[config.mk]
export PLATFORM = sky130hd
export DESIGN_NAME = mlpic_ctrl
export DESIGN_NICKNAME = d
export VERILOG_FILES = /design/src/verilog/mlpic_pkg.sv /design/src/verilog/mlpic_buf2.sv /design/src/verilog/mlpic_ctrl.sv
export SDC_FILE = /design/constraint.sdc
export NUM_CORES = 1
export LEC_CHECK = 0
export ABC_AREA = 1
export BUFFER_PORTS_ARGS = -buffer_cell sky130_fd_sc_hd__buf_4
export CAP_MARGIN = 20
export CORE_MARGIN = 2
export CORE_UTILIZATION = 48
export CTS_CLUSTER_DIAMETER = 60
export DETAILED_ROUTE_END_ITERATION = 12
export PLACE_DENSITY = 0.73
export SLEW_MARGIN = 15
export SYNTH_ARGS = -nofsm -noshare
export SYNTH_HDL_FRONTEND = slang
export SYNTH_SLANG_ARGS = --single-unit
[constraint.sdc]
create_clock -name clk_i -period 3 [get_ports clk_i]
set_input_delay 0.6 -clock clk_i [delete_from_list [all_inputs] [get_ports clk_i]]
set_output_delay 0.6 -clock clk_i [all_outputs]
set_load 0.05 [all_outputs]
[src/verilog/mlpic_pkg.sv]
// Shared constants and carriers for the pulser input control block.
// Assumes one 10 MHz clock; all pins synchronous to it.
package mlpic_pkg;

  localparam int unsigned CLK_PERIOD_NS   = 100;
  localparam int unsigned OUT_DELAY_NS    = 23;
  // Output delay rounds down to whole cycles, never below one
  localparam int unsigned OUT_DELAY_CYC   =
    (OUT_DELAY_NS / CLK_PERIOD_NS) < 1 ? 1 : (OUT_DELAY_NS / CLK_PERIOD_NS);
  localparam int unsigned MIN_PULSE_NS    = 10;
  localparam int unsigned BUF_DEPTH       = 2;

  localparam logic [2:0] RST_RAIL_HI      = 3'h7;
  localparam logic [2:0] RST_RAIL_LO      = 3'h0;
  localparam logic [4:0] LEVEL_OFF        = 5'h11;
  localparam int unsigned NUM_LEVELS      = 17;
  // Latch-mode cycles with sample clock low that raise the stuck flag
  localparam logic [3:0]  STUCK_LIMIT     = 4'hF;

  // Operating modes, one-hot
  typedef enum logic [3:0] {
    MLPIC_PWRDN  = 4'h1,
    MLPIC_CW     = 4'h2,
    MLPIC_NOLAT  = 4'h4,
    MLPIC_LATCH  = 4'h8
  } mlpic_mode_t;

  // Gate pattern of one output: bit index = rail 0..2
  typedef struct packed {
    logic [2:0] high_side_gate_in;
    logic [2:0] low_side_gate_in;
  } mlpic_chan_t;

  typedef struct packed {
    mlpic_chan_t a;
    mlpic_chan_t b;
  } mlpic_gates_t;

  localparam mlpic_gates_t GATES_IDLE =
    '{a: '{RST_RAIL_HI, RST_RAIL_LO}, b: '{RST_RAIL_HI, RST_RAIL_LO}};

endpackage
[src/verilog/mlpic_buf2.sv]
// Two-entry valid/ready buffer for gate patterns.
// Assumes a single clock; stalls propagate to the source via in_ready_o.
`timescale 1ns/1ps
module mlpic_buf2
  import mlpic_pkg::*;
(
  // Clock and reset
  input  wire logic         clk_i,
  input  wire logic         nrst_i,
  // Fill side
  input  wire logic         in_valid_i,
  output logic              in_ready_o,
  input  wire mlpic_gates_t in_data_i,
  // Drain side
  output logic              out_valid_o,
  input  wire logic         out_ready_i,
  output mlpic_gates_t      out_data_o
);

  mlpic_gates_t mem_r [BUF_DEPTH];
  mlpic_gates_t mem_nxt [BUF_DEPTH];
  logic         wp_r, wp_nxt, rp_r, rp_nxt;
  logic [1:0]   cnt_r, cnt_nxt;
  logic         push, pop;

  assign in_ready_o  = (cnt_r != 2'h2);
  assign out_valid_o = (cnt_r != 2'h0);
  assign out_data_o  = mem_r[rp_r];
  assign push        = in_valid_i && in_ready_o;
  assign pop         = out_valid_o && out_ready_i;

  always_comb begin
    mem_nxt = mem_r;
    wp_nxt  = wp_r;
    rp_nxt  = rp_r;
    cnt_nxt = cnt_r;
    if (push) begin
      mem_nxt[wp_r] = in_data_i;
      wp_nxt        = ~wp_r;
    end
    if (pop) begin
      rp_nxt = ~rp_r;
    end
    if (push && !pop) begin
      cnt_nxt = cnt_r + 2'h1;
    end else if (pop && !push) begin
      cnt_nxt = cnt_r - 2'h1;
    end
  end

  always_ff @(posedge clk_i or negedge nrst_i) begin
    if (!nrst_i) begin
      mem_r[0] <= GATES_IDLE;
      mem_r[1] <= GATES_IDLE;
      wp_r     <= 1'b0;
      rp_r     <= 1'b0;
      cnt_r    <= 2'h0;
    end else begin
      mem_r <= mem_nxt;
      wp_r  <= wp_nxt;
      rp_r  <= rp_nxt;
      cnt_r <= cnt_nxt;
    end
  end

  a_buf_no_overflow: assert property (@(posedge clk_i) disable iff (!nrst_i)
    (cnt_r == 2'h2 && in_valid_i && !pop) |=> cnt_r == 2'h2)
    else $error("buffer count changed while full");

endmodule // mlpic_buf2

[src/verilog/mlpic_ctrl.sv]
// Input control of a dual-output multi-level pulser: mode decode,
// latch-mode capture, level decode and output gate drive.
// Assumes pins synchronous to clk_i; sample clock is sampled as data.
`timescale 1ns/1ps
module mlpic_ctrl
  import mlpic_pkg::*;
(
  // Clock and reset
  input  wire logic         clk_i,
  input  wire logic         nrst_i,
  // Mode pins
  input  wire logic         enable_n_i,
  input  wire logic         power_on_select_i,
  input  wire logic         sample_clock_in_i,
  input  wire logic         cw_drive_a_i,
  input  wire logic         cw_drive_b_i,
  // Gate inputs, pin polarity (high side active low)
  input  wire mlpic_gates_t gates_i,
  // Optional level stream, decoded into gates (0..16 = +8..-8)
  input  wire logic         level_valid_i,
  output logic              level_ready_o,
  input  wire logic [4:0]   level_i,
  // Output stage drive
  output mlpic_mode_t       mode_o,
  output mlpic_gates_t      stage_o,
  output logic              outputs_hiz_o,
  output logic              cw_a_o,
  output logic              cw_b_o,
  output logic              fault_shoot_o,
  output logic              fault_power_o,
  output logic              fault_clock_o
);

  mlpic_mode_t  mode;
  mlpic_gates_t level_gates, src_gates, buf_gates, stage_nxt;
  mlpic_gates_t stage_r;
  logic         clk_prev_r, clk_prev_nxt, edge_seen;
  logic         buf_in_valid, buf_in_ready, buf_out_valid, buf_pop;
  logic [3:0]   stuck_r, stuck_nxt;
  logic         shoot, pwr;

  // Mode decode; power select low with equal CW drives is power-down
  always_comb begin
    if (!power_on_select_i) begin
      mode = (cw_drive_a_i ^ cw_drive_b_i) ? MLPIC_CW : MLPIC_PWRDN;
    end else if (enable_n_i) begin
      mode = MLPIC_NOLAT;
    end else begin
      mode = MLPIC_LATCH;
    end
  end

  // Level to pin pattern, high side already inverted
  function automatic mlpic_gates_t lvl2gates(input logic [4:0] l);
    logic [2:0] ap, an, bp, bn;
    ap = 3'h0;
    an = 3'h0;
    bp = 3'h0;
    bn = 3'h0;
    unique case (l)
      5'h00: begin
        ap = 3'h2;
        bn = 3'h2;
      end
      5'h01: begin
        ap = 3'h2;
        bn = 3'h4;
      end
      5'h02: begin
        ap = 3'h2;
        bp = 3'h1;
        bn = 3'h1;
      end
      5'h03: begin
        ap = 3'h4;
        bn = 3'h2;
      end
      5'h04: begin
        ap = 3'h4;
        bn = 3'h4;
      end
      5'h05: begin
        ap = 3'h4;
        bp = 3'h1;
        bn = 3'h1;
      end
      5'h06: begin
        ap = 3'h1;
        an = 3'h1;
        bn = 3'h2;
      end
      5'h07: begin
        ap = 3'h1;
        an = 3'h1;
        bn = 3'h4;
      end
      5'h08: begin
        ap = 3'h1;
        an = 3'h1;
        bp = 3'h1;
        bn = 3'h1;
      end
      5'h09: begin
        bp = 3'h1;
        an = 3'h4;
        bn = 3'h1;
      end
      5'h0A: begin
        bp = 3'h1;
        an = 3'h2;
        bn = 3'h1;
      end
      5'h0B: begin
        ap = 3'h1;
        bp = 3'h4;
        an = 3'h1;
      end
      5'h0C: begin
        bp = 3'h4;
        an = 3'h4;
      end
      5'h0D: begin
        bp = 3'h4;
        an = 3'h2;
      end
      5'h0E: begin
        ap = 3'h1;
        bp = 3'h2;
        an = 3'h1;
      end
      5'h0F: begin
        bp = 3'h2;
        an = 3'h4;
      end
      5'h10: begin
        bp = 3'h2;
        an = 3'h2;
      end
      default: ;
    endcase
    lvl2gates = '{a: '{~ap, an}, b: '{~bp, bn}};
  endfunction

  assign level_gates = lvl2gates(level_i);
  assign src_gates   = level_valid_i ? level_gates : gates_i;
  assign edge_seen   = sample_clock_in_i && !clk_prev_r;

  // Non-latch: every cycle; latch: only on sample clock rising edge
  assign buf_in_valid  = (mode == MLPIC_LATCH) ? edge_seen :
                         (mode == MLPIC_NOLAT);
  assign level_ready_o = buf_in_ready;
  assign buf_pop       = buf_out_valid;

  mlpic_buf2 u_buf (
    .clk_i       (clk_i),
    .nrst_i      (nrst_i),
    .in_valid_i  (buf_in_valid),
    .in_ready_o  (buf_in_ready),
    .in_data_i   (src_gates),
    .out_valid_o (buf_out_valid),
    .out_ready_i (1'b1),
    .out_data_o  (buf_gates)
  );

  always_comb begin
    stage_nxt    = stage_r;
    clk_prev_nxt = sample_clock_in_i;
    stuck_nxt    = stuck_r;
    if (mode == MLPIC_PWRDN || mode == MLPIC_CW) begin
      stage_nxt = GATES_IDLE;
    end else if (buf_pop) begin
      stage_nxt = buf_gates;
    end
    if (mode == MLPIC_LATCH && !sample_clock_in_i) begin
      if (stuck_r != STUCK_LIMIT) begin
        stuck_nxt = stuck_r + 4'h1;
      end
    end else begin
      stuck_nxt = 4'h0;
    end
  end

  always_ff @(posedge clk_i or negedge nrst_i) begin
    if (!nrst_i) begin
      stage_r    <= GATES_IDLE;
      clk_prev_r <= 1'b0;
      stuck_r    <= 4'h0;
    end else begin
      stage_r    <= stage_nxt;
      clk_prev_r <= clk_prev_nxt;
      stuck_r    <= stuck_nxt;
    end
  end

  // Fault flags report misuse by the source
  assign shoot = |(~stage_r.a.high_side_gate_in & stage_r.a.low_side_gate_in)
               | |(~stage_r.b.high_side_gate_in & stage_r.b.low_side_gate_in);
  assign pwr   = !power_on_select_i && (gates_i != GATES_IDLE);

  assign mode_o        = mode;
  assign stage_o       = stage_r;
  assign outputs_hiz_o = (mode == MLPIC_PWRDN);
  assign cw_a_o        = (mode == MLPIC_CW) && cw_drive_a_i;
  assign cw_b_o        = (mode == MLPIC_CW) && cw_drive_b_i;
  assign fault_shoot_o = shoot;
  assign fault_power_o = pwr;
  assign fault_clock_o = (stuck_r == STUCK_LIMIT);

  a_latch_capture: assert property (
    @(posedge clk_i) disable iff (!nrst_i)
    (mode == MLPIC_LATCH && edge_seen && !level_valid_i
     && $stable(mode)) ##1 (mode == MLPIC_LATCH)
    |=> stage_r == $past(gates_i, 2))
    else $error("latched pattern not on stage");
  a_latch_hold: assert property (
    @(posedge clk_i) disable iff (!nrst_i)
    (mode == MLPIC_LATCH && !buf_out_valid) |=> $stable(stage_r))
    else $error("stage changed without sample edge");
  a_mode_pwrdn: assert property (
    @(posedge clk_i) disable iff (!nrst_i)
    (!power_on_select_i && cw_drive_a_i == cw_drive_b_i)
    |-> outputs_hiz_o && mode_o == MLPIC_PWRDN)
    else $error("power-down not decoded");
  a_mode_latch: assert property (
    @(posedge clk_i) disable iff (!nrst_i)
    (power_on_select_i && !enable_n_i) |-> mode_o == MLPIC_LATCH)
    else $error("latch mode not decoded");
  a_idle_stage: assert property (
    @(posedge clk_i) disable iff (!nrst_i)
    !power_on_select_i |=> stage_r == GATES_IDLE)
    else $error("stage not idle in low-power modes");
  a_level_top: assert property (
    @(posedge clk_i) disable iff (!nrst_i)
    (level_i == 5'h00) |-> level_gates.a.high_side_gate_in == 3'h5
    && level_gates.b.low_side_gate_in == 3'h2)
    else $error("level +8 pattern wrong");
  a_level_safe: assert property (
    @(posedge clk_i) disable iff (!nrst_i)
    (level_i >= LEVEL_OFF) |-> level_gates == GATES_IDLE)
    else $error("off level not idle");
  a_nolatch_rate: assert property (
    @(posedge clk_i) disable iff (!nrst_i)
    (mode == MLPIC_NOLAT && $past(mode) == MLPIC_NOLAT && level_valid_i)
    ##1 (mode == MLPIC_NOLAT) |=> stage_r == $past(level_gates, 2))
    else $error("level not applied after two cycles");
  a_clock_stuck: assert property (
    @(posedge clk_i) disable iff (!nrst_i)
    (mode == MLPIC_LATCH && !sample_clock_in_i)[*8] |-> stuck_r >= 4'h7)
    else $error("stuck sample clock not counted");

endmodule // mlpic_ctrl

==> results of run 1 <==
sequential cells by signal, summed over array words and instances, names as in the netlist:
register	cells
stuck_r	4
clk_prev_r	1
stage_o	12
u_buf.cnt_r	2
u_buf.mem_r	24
u_buf.rp_r	1
u_buf.wp_r	1
path summary, 6_finish.rpt:
kind | cells after the start | from | endpoint | slack, ns
hold / removal | 1 | nrst_i | u_buf.mem_r[20] | 0.29
min in group clk_i | 1 | sample_clock_in_i | clk_prev_r | 0.44
hold reg to reg | 2 | u_buf.mem_r[4] | u_buf.mem_r[4] | 0.47
max in group asynchronous | 1 | nrst_i | u_buf.mem_r[21] | 2.32
setup / recovery | 6 | gates_i[8] | fault_power_o | 0.92
setup reg to reg | 6 | clk_prev_r | u_buf.mem_r[14] | 1.30
layout make-up:
cell class | count | area (um2)
flip-flops and latches | 45 | 1150
fillers | 449 | 1860
well taps | 67 | 83.8
inverters | 42 | 158
multi-input cells | 214 | 1040
clock inverters | 1 | 30.0
clock buffers | 7 | 86.3
repair buffers | 47 | 353
through the flow:
step / instance area [um2] / hold slack [ns] / worst slack, ns / util, %
after floorplan: 2390 / 0.304 / 0.714 / -
after global placement: 2780 / 0.457 / 0.861 / 58.5
after detailed placement: 2780 / 0.456 / 0.895 / 58.5
after CTS: 2900 / 0.312 / 0.890 / 61.0
after global routing: 2900 / 0.327 / 0.848 / 61.0
final: 2900 / 0.294 / 0.916 / 61.0
worst reg2reg max path: stages (launching register included):
cell and delay (ns):
dfrtp_1 0.38, o21ai_2 0.21, nand3_4 0.15, nor2_2 0.42, inv_2 0.24, nand2_1 0.12
nand2_1 0.06
power by group through the flow:
stage	logic, mW	registers (mW)	clock network, mW
finish	1.17	1.12	0.465
global route	1.29	1.16	0.500
CTS	1.18	1.12	0.475
detailed placement	1.17	1.13	0
global placement	1.16	1.12	0
floorplan	0.651	1.32	0
metal layers:
| metal | vias to the layer above | track usage, % | wire length, um |
|---|---|---|---|
| met1 | 961 | 29.2 | 2420 |
| met2 | 43 | 37.5 | 2720 |
| met5 | - | 0 | 0 |
| met4 | 0 | 5.56 | 48 |
| li1 | 1082 | - | - |
| met3 | 5 | 4.07 | 197 |
synth_stat cells (3+ instances only):
| cell | count |
|---|---|
| a31oi_1 | 3 |
| o32ai_1 | 3 |
| nor2_1 | 23 |
| dfrtp_1 | 27 |
| a32oi_1 | 3 |
| nor4_1 | 3 |
| inv_1 | 38 |
| mux2i_1 | 3 |
| nor2_2 | 4 |
| nand2_1 | 108 |
| nand4_1 | 3 |
| o21ai_0 | 20 |
| nand3_1 | 15 |
| inv_2 | 4 |
| dfstp_2 | 18 |
| a21oi_1 | 7 |
kinds of logic (layout without fill, tap and decap cells):
kind of cell	count (synthesis)	after routing	synth area share, %
muxes	3	3	1.26
and+or+nand+nor	162	162	29.2
DFF	45	45	48.1
buffers and inverters	49	97	8.38
adders and majority gates	2	2	1.05
xor gates and xnor gates	3	3	1.10
AOI/OAI and AO/OA	44	44	10.9
==> run metrics, run 1 <==
chip height=74.5 um; Final min period=2.08 ns; Core ar.=0.00475 mm2; DRC=0; Setup crit end kind=output pin; P&R area growth vs syn=21.4%; DIE WIDTH=74.5 um; Net count, final=382; Synth area leaders=dfrtp_1 (28%), dfstp_2 (20%), nand2_1 (17%), inv_1 (6.0%), o21ai_0 (4.2%); Rel. slew slack=63.2%; commonest cells after routing, fill and taps aside=nand2_1 (108), buf_4 (47), inv_1 (38); clock skew=0.00707 ns; first-pass GRT wire length=9.38 mm; gr ovfl total=0; # hold bufs at CTS=0; CP delay by family, top=simple AND/OR/NAND/NOR gates; crit path DAT=1.48 ns; H-tree depth=2; Switching Share=42.0%; Inserted Clock Buffers=5; kind of start point of the critical path=primary input; outcome=finished, final reports clean; DP HPWL=4.20 mm; asr flop ratio synth=100%; Starting Density=50.2%; clk sinks=45; Tot GR Track Use=22.0%; Sequential Power Share=40.7%; antenna-violating nets left=0; Setup TNS=0 ns; DR vias=2091; CTS tree=yes; gpl congestion=0.856; Post-Syn Nets=335; root buf cell=clkbuf_8; vias in the first global route=2073; largest net degree at the start of global routing=46; Cell Int Power=1.60 mW; cts repair resizes=0; Post-synth EDFFs=0; Setup Fix Bufs, Post-CTS=0; Synth Register Bits=45; Skew-Pair Late Insertion Delay=0.29 ns; Hold Crit Class=primary input to asynchronous set/reset pin; max-slew violation total from the final report=0; initial drt markers=94; Mapped Cells=308; Worst Max-Slew Pin Slew=0.553 ns; Comb pwr share=42.5%; layout cells sized above 1=24.2%; post-route total power=2.76 mW; Avg WL per Cell=12.7 um; Worst Path Required=2.40 ns; max incr delay on CP=0.33 ns; Initial DRT Pass Iterations=6; CP Class=primary input to output pin; number of port buffers=47; Placed Cells=415; Unique masters post-synth=35; Leakage Power=1.51 nW; Peak supply drop=0.000471 V; clock buffer depth=2; Final Hold Viols=0; Seq/Total Area, Yosys=48.1%; ys flop type=dfrtp_1; die area=0.00556 mm2; CP bufs+invs=3; CP max FO=2; Ports=48; Final period util=69.5%; Synth Area per Inst=7.76 um2; most common cell after layout, fill and taps aside=nand2_1; Power Dens Cells=952 mW/mm2; Syn Std Cell Area=0.00239 mm2; # setup viols final=0; total of max-cap violations=0; Post-Route WL=5.39 mm; synth warn=0; Final Instance Count excl. Fillers=423; largest area contributor in the netlist=dfrtp_1; RSZ-0062 raised after global routing=false; worst path cell trace=buf_4 > nor4_1 > nand3_1 > nand2_1 > inv_1 > buf_4; Via-to-Cell Ratio=4.94; Worst path slowest cell=nor4_1; net switching power=1.16 mW; CTS clk-pin slew, worst paths=0.08 ns; Clock power frac=16.9%; Most common cell on crit path=buf_4; initial antenna violation count=0; row count=25; ant diodes=0; Max Freq=480 MHz; share of the synthesized area in the top cell type=28.3%
(Power assumes the default switching activity.)
==> inputs of run 2 (changes only) <==
- PLACE_DENSITY: 0.73 -> 0.76
- clock period: 3 -> 1.7 ns (I/O delays scaled with it)
==> run 2 against run 1 <==
  * Die area unchanged
  * Combinational power increased by 91%
  * Flip-flop and latch count unchanged
  * Core utilization grew 2.1 points
  * Count of clock-buffer cells in the layout is 1 lower
  * First-iteration DRC count is 5.3% higher
  * Cell area increased by 3.5%
  * Critical path depth down 2
  * Power rose by 74%
  * Wire length increased by 1.6%
  * Critical endpoint is now fault_shoot_o
  * Largest cell class unchanged
==> run metrics, run 2 (synthesis results as in run 1) <==
critical path depth=4; reg-to-reg endpoint=u_buf.cnt_r[1]; Starting Density=50.2%; die area=0.00556 mm2; Final Hold Viols=0; CP Class=flip-flop to output pin; Worst Max-Slew Pin Slew=0.544 ns; Reg with most FFs=u_buf.mem_r; vias in the first global route=1980; Leakage Power=1.56 nW; CP delay by family, top=flip-flops; Net count, final=394; Ports=48; Initial DRT Pass Iterations=4; antenna-violating nets left=0; Placed Cells=421; P&R area growth vs syn=25.6%; area of the multi-input gates=0.00107 mm2; number of flip-flops in the largest register=24; initial antenna violation count=0; Final Instance Count excl. Fillers=435; final core utilization=63.1%; clock buffer depth=2; reg2reg setup slack=0.18 ns; clock skew=0.0125 ns; DP HPWL=4.12 mm; Switching Share=43.3%; Sequential Power Share=40.6%; Power Dens Cells=1610 mW/mm2; chip height=74.5 um; Tot GR Track Use=21.8%; worst-case reg-to-reg path depth=8; Clock power frac=13.1%; # fillers=438; CP max FO=2; crit path DAT=1.32 ns; DIE WIDTH=74.5 um; Final min period=1.66 ns; first-pass GRT wire length=9.16 mm; row count=25; CP Capture Point=fault_shoot_o; Worst Path Required=1.36 ns; gr ovfl total=0; number of port buffers=47; worst hold margin=0.0232 ns; Final period util=97.7%; # setup viols final=0; Reg area=0.00115 mm2; initial drt markers=99; Worst path slowest cell=dfstp_2; most common cell after layout, fill and taps aside=nand2_1; Via-to-Cell Ratio=4.98; kind of start point of the critical path=flip-flop; CTS tree=yes; Hold Crit Class=primary input to asynchronous set/reset pin; Skew-Pair Late Insertion Delay=0.30 ns; max-slew violation total from the final report=0; Cell Int Power=2.73 mW; layout cells sized above 1=28.5%; Rel. slew slack=63.7%; DRC=0; Setup crit end kind=output pin; net switching power=2.08 mW; max incr delay on CP=0.55 ns; ant diodes=0; Inserted Clock Buffers=5; total of max-cap violations=0; H-tree depth=2; Comb pwr share=46.3%; CTS clk-pin slew, worst paths=0.09 ns; largest net degree at the start of global routing=46; DR vias=2167; root buf cell=clkbuf_8; Post-Route WL=5.47 mm; R2R Path Start=u_buf.cnt_r[0]; crit path from=stage_o[11]; Peak supply drop=0.000888 V; worst path cell trace=o22ai_2 > a21oi_2 > o2111ai_2 > buf_6; gpl congestion=0.893; clk sinks=45; CP bufs+invs=1; commonest cells after routing, fill and taps aside=nand2_1 (107), buf_4 (57), inv_1 (38); outcome=finished, final reports clean; Max Freq=602 MHz; Avg WL per Cell=12.6 um; Core ar.=0.00475 mm2
-- run 2: layout make-up --
class / count / area share [%]
inverter: 42 / 5.26
clock inverter: 2 / 0.334
tap: 67 / 2.80
sequential: 45 / 38.3
clock buffer: 6 / 2.42
multi-input combinational: 214 / 35.8
timing repair buffer: 59 / 15.1
-- run 2: power groups by stage --
stage	Combinational [mW]	Clock [mW]	Sequential (mW)
finish	2.23	0.630	1.96
detailed placement	2.16	0	1.98
global placement	2.14	0	1.96
CTS	2.25	0.642	1.95
floorplan	1.16	0	2.33
global route	2.46	0.686	2.01
-- run 2: per-layer routing --
layer	vias to the layer above	track usage, %	part of all wire, %
li1	1101	-	-
met1	1014	29.4	46
met2	43	36.0	49
met3	9	4.07	3.0
met4	0	6.35	1.6
met5	-	0	0
-- run 2: how the worst min path moves through the flow --
stage | from | endpoint | slack (ns) | depth (start not counted)
final | nrst_i | u_buf.mem_r[8] | 0.02 | 1
after global routing | nrst_i | u_buf.mem_r[19] | 0.06 | 1
after CTS | nrst_i | u_buf.mem_r[19] | 0.04 | 1
after floorplan | nrst_i | clk_prev_r | 0.04 | 0
after detailed placement | nrst_i | u_buf.mem_r[8] | 0.37 | 1
after global placement | nrst_i | u_buf.mem_r[20] | 0.37 | 1
-- run 2: through the flow --
stage                     setup TNS (ns)  setup slack, ns  cell area (um2)  power [mW]
after detailed placement               0           0.0942             2840        4.14
after CTS                              0          0.00121             2960        4.84
after global placement                 0           0.0897             2840        4.10
after global routing            -0.00559         -0.00559             3000        5.16
after floorplan                        0           0.0196             2400        3.49
final                                  0           0.0389             3000        4.82
-- run 2: worst reg2reg max path, cell delays in order (launching register included) --
cell and delay, ns:
dfrtp_1 0.43, inv_2 0.09, nand2_2 0.08, nand3_4 0.10, inv_1 0.04, ha_1 0.31
a21oi_1 0.12, o21ai_0 0.11, xnor2_1 0.13
-- run 2: what timing repair did --
| item | in CTS | in global routing |
|---|---|---|
| setup endpoints to repair | 2 | 2 |
| resized for setup | 5 | 3 |
| hold buffers | 0 | 0 |
| gates cloned | 0 | 0 |
| pin swaps | 2 | 4 |
| hold endpoints to repair | 0 | 0 |
| setup buffers | 2 | 4 |
==> inputs of run 3 (changes only) <==
- CTS_BUF_LIST: default -> sky130_fd_sc_hd__clkbuf_16
- CTS_CLUSTER_DIAMETER: 60 -> default
==> run 3 against run 2 <==
  * Via count shrank 0.37%
  * First-iteration DRC count grew 19%
  * Count of clock-buffer cells in the layout shrank 1
  * Global-route usage is essentially flat
  * Non-clock buffer count shrank 4
  * Wire length shrank 0.16%
  * Cell area grew 0.79%
  * Power grew 5.9%
  * Largest cell class unchanged
  * Largest power group unchanged
==> run metrics, run 3 (synthesis results as in run 1) <==
clock buffer depth=2; number of port buffers=47; # setup viols final=0; Max Freq=602 MHz; most common cell after layout, fill and taps aside=nand2_1; reg-to-reg endpoint=u_buf.cnt_r[1]; Worst Max-Slew Pin Slew=0.537 ns; Inserted Clock Buffers=5; DIE WIDTH=74.5 um; kind of start point of the critical path=flip-flop; RSZ-0062 raised after global routing=true; total of max-cap violations=0; reg2reg setup slack=0.18 ns; final core utilization=63.6%; number of flip-flops in the largest register=24; Net count, final=390; die area=0.00556 mm2; P&R area growth vs syn=26.6%; Starting Density=50.2%; Peak supply drop=0.000937 V; # fillers=427; PnR worst setup slack=0.0380 ns; Final min period=1.66 ns; Post-Route WL=5.46 mm; Power Dens Cells=1690 mW/mm2; crit path DAT=1.32 ns; Rel. slew slack=64.2%; clock skew=0.00640 ns; Tot GR Track Use=21.8%; largest net degree at the start of global routing=46; R2R Path Start=u_buf.cnt_r[0]; worst-case reg-to-reg path depth=8; Skew-Pair Late Insertion Delay=0.28 ns; # hold bufs at CTS=0; initial antenna violation count=0; H-tree depth=2; Via-to-Cell Ratio=5.01; Avg WL per Cell=12.7 um; DRC=0; root buf cell=clkbuf_16; CP max FO=2; Ports=48; antenna-violating nets left=0; DP HPWL=4.12 mm; CTS clk-pin slew, worst paths=0.06 ns; gpl congestion=0.893; commonest cells after routing, fill and taps aside=nand2_1 (108), buf_4 (53), inv_1 (39); outcome=finished, final reports clean; layout cells sized above 1=27.5%; Initial DRT Pass Iterations=4; row count=25; Hold Crit Class=primary input to asynchronous set/reset pin; Setup crit end kind=output pin; max-slew violation total from the final report=0; Final period util=97.8%; clk sinks=45; initial drt markers=118; CTS tree=yes; first-pass GRT wire length=9.19 mm; worst slack, placed=0.0942 ns; Reg with most FFs=u_buf.mem_r; Leakage Power=1.57 nW; Core ar.=0.00475 mm2; chip height=74.5 um; ant diodes=0; Final Hold Viols=0; gr ovfl total=0; CP Class=flip-flop to output pin; DR vias=2159; vias in the first global route=1987; Worst Path Required=1.36 ns
## run 3: worst max path at each step
stage,start,cells after the start,to,slack (ns)
after floorplan,u_buf.cnt_r[0],8,u_buf.cnt_r[1],0.02
after global placement,gates_i[8],6,fault_power_o,0.09
after detailed placement,gates_i[8],6,fault_power_o,0.09
after CTS,stage_o[11],4,fault_shoot_o,-0.005
after global routing,stuck_r[0],4,fault_clock_o,-0.009
final,stage_o[11],4,fault_shoot_o,0.04
## run 3: stage by stage
step,cell area [um2],setup TNS [ns],power (mW),hold WS [ns],instances
CTS,3000,-0.00549,5.11,0.0658,431
finish,3020,0,5.10,0.0405,431
floorplan,2400,0,3.49,0.0444,308
global placement,2840,0,4.10,0.368,421
detailed placement,2840,0,4.14,0.367,421
global route,3020,-0.00938,5.44,0.0890,431
## run 3: routing by layer
metal  GRT usage, %  wire length, um
met5              0                0
met3           4.07              206
met1           29.7             2460
met2           35.8             2730
met4           6.35               65
## run 3: final cells by class
| cell class | count | area, um2 | area share [%] |
|---|---|---|---|
| Inverter | 42 | 158 | 5.22 |
| Clock buffer | 5 | 125 | 4.14 |
| Sequential cell | 45 | 1150 | 38.0 |
| Clock inverter | 3 | 13.8 | 0.455 |
| Multi-Input combinational cell | 214 | 1070 | 35.4 |
| Tap cell | 67 | 83.8 | 2.77 |
| Timing Repair Buffer | 55 | 424 | 14.0 |
## run 3: critical path: stages, from the launching register on
cell and delay [ns]:
dfstp_2 0.54, o22ai_2 0.09, a21oi_2 0.12, o2111ai_2 0.13, buf_6 0.17
## run 3: timing repair
item / CTS / global route
gates resized for setup: 2 / 5
gates cloned: 0 / 0
pin swaps: 0 / 1
setup endpoints to repair: 2 / 2
setup buffers: 2 / 0
## run 3: where the power goes
part | leakage [nW] | internal [mW] | switching [mW] | total [mW]
clock network | 0.0748 | 0.533 | 0.372 | 0.905
registers | 0.537 | 1.66 | 0.298 | 1.96
logic | 0.958 | 0.786 | 1.45 | 2.24
total | 1.57 | 2.98 | 2.12 | 5.10
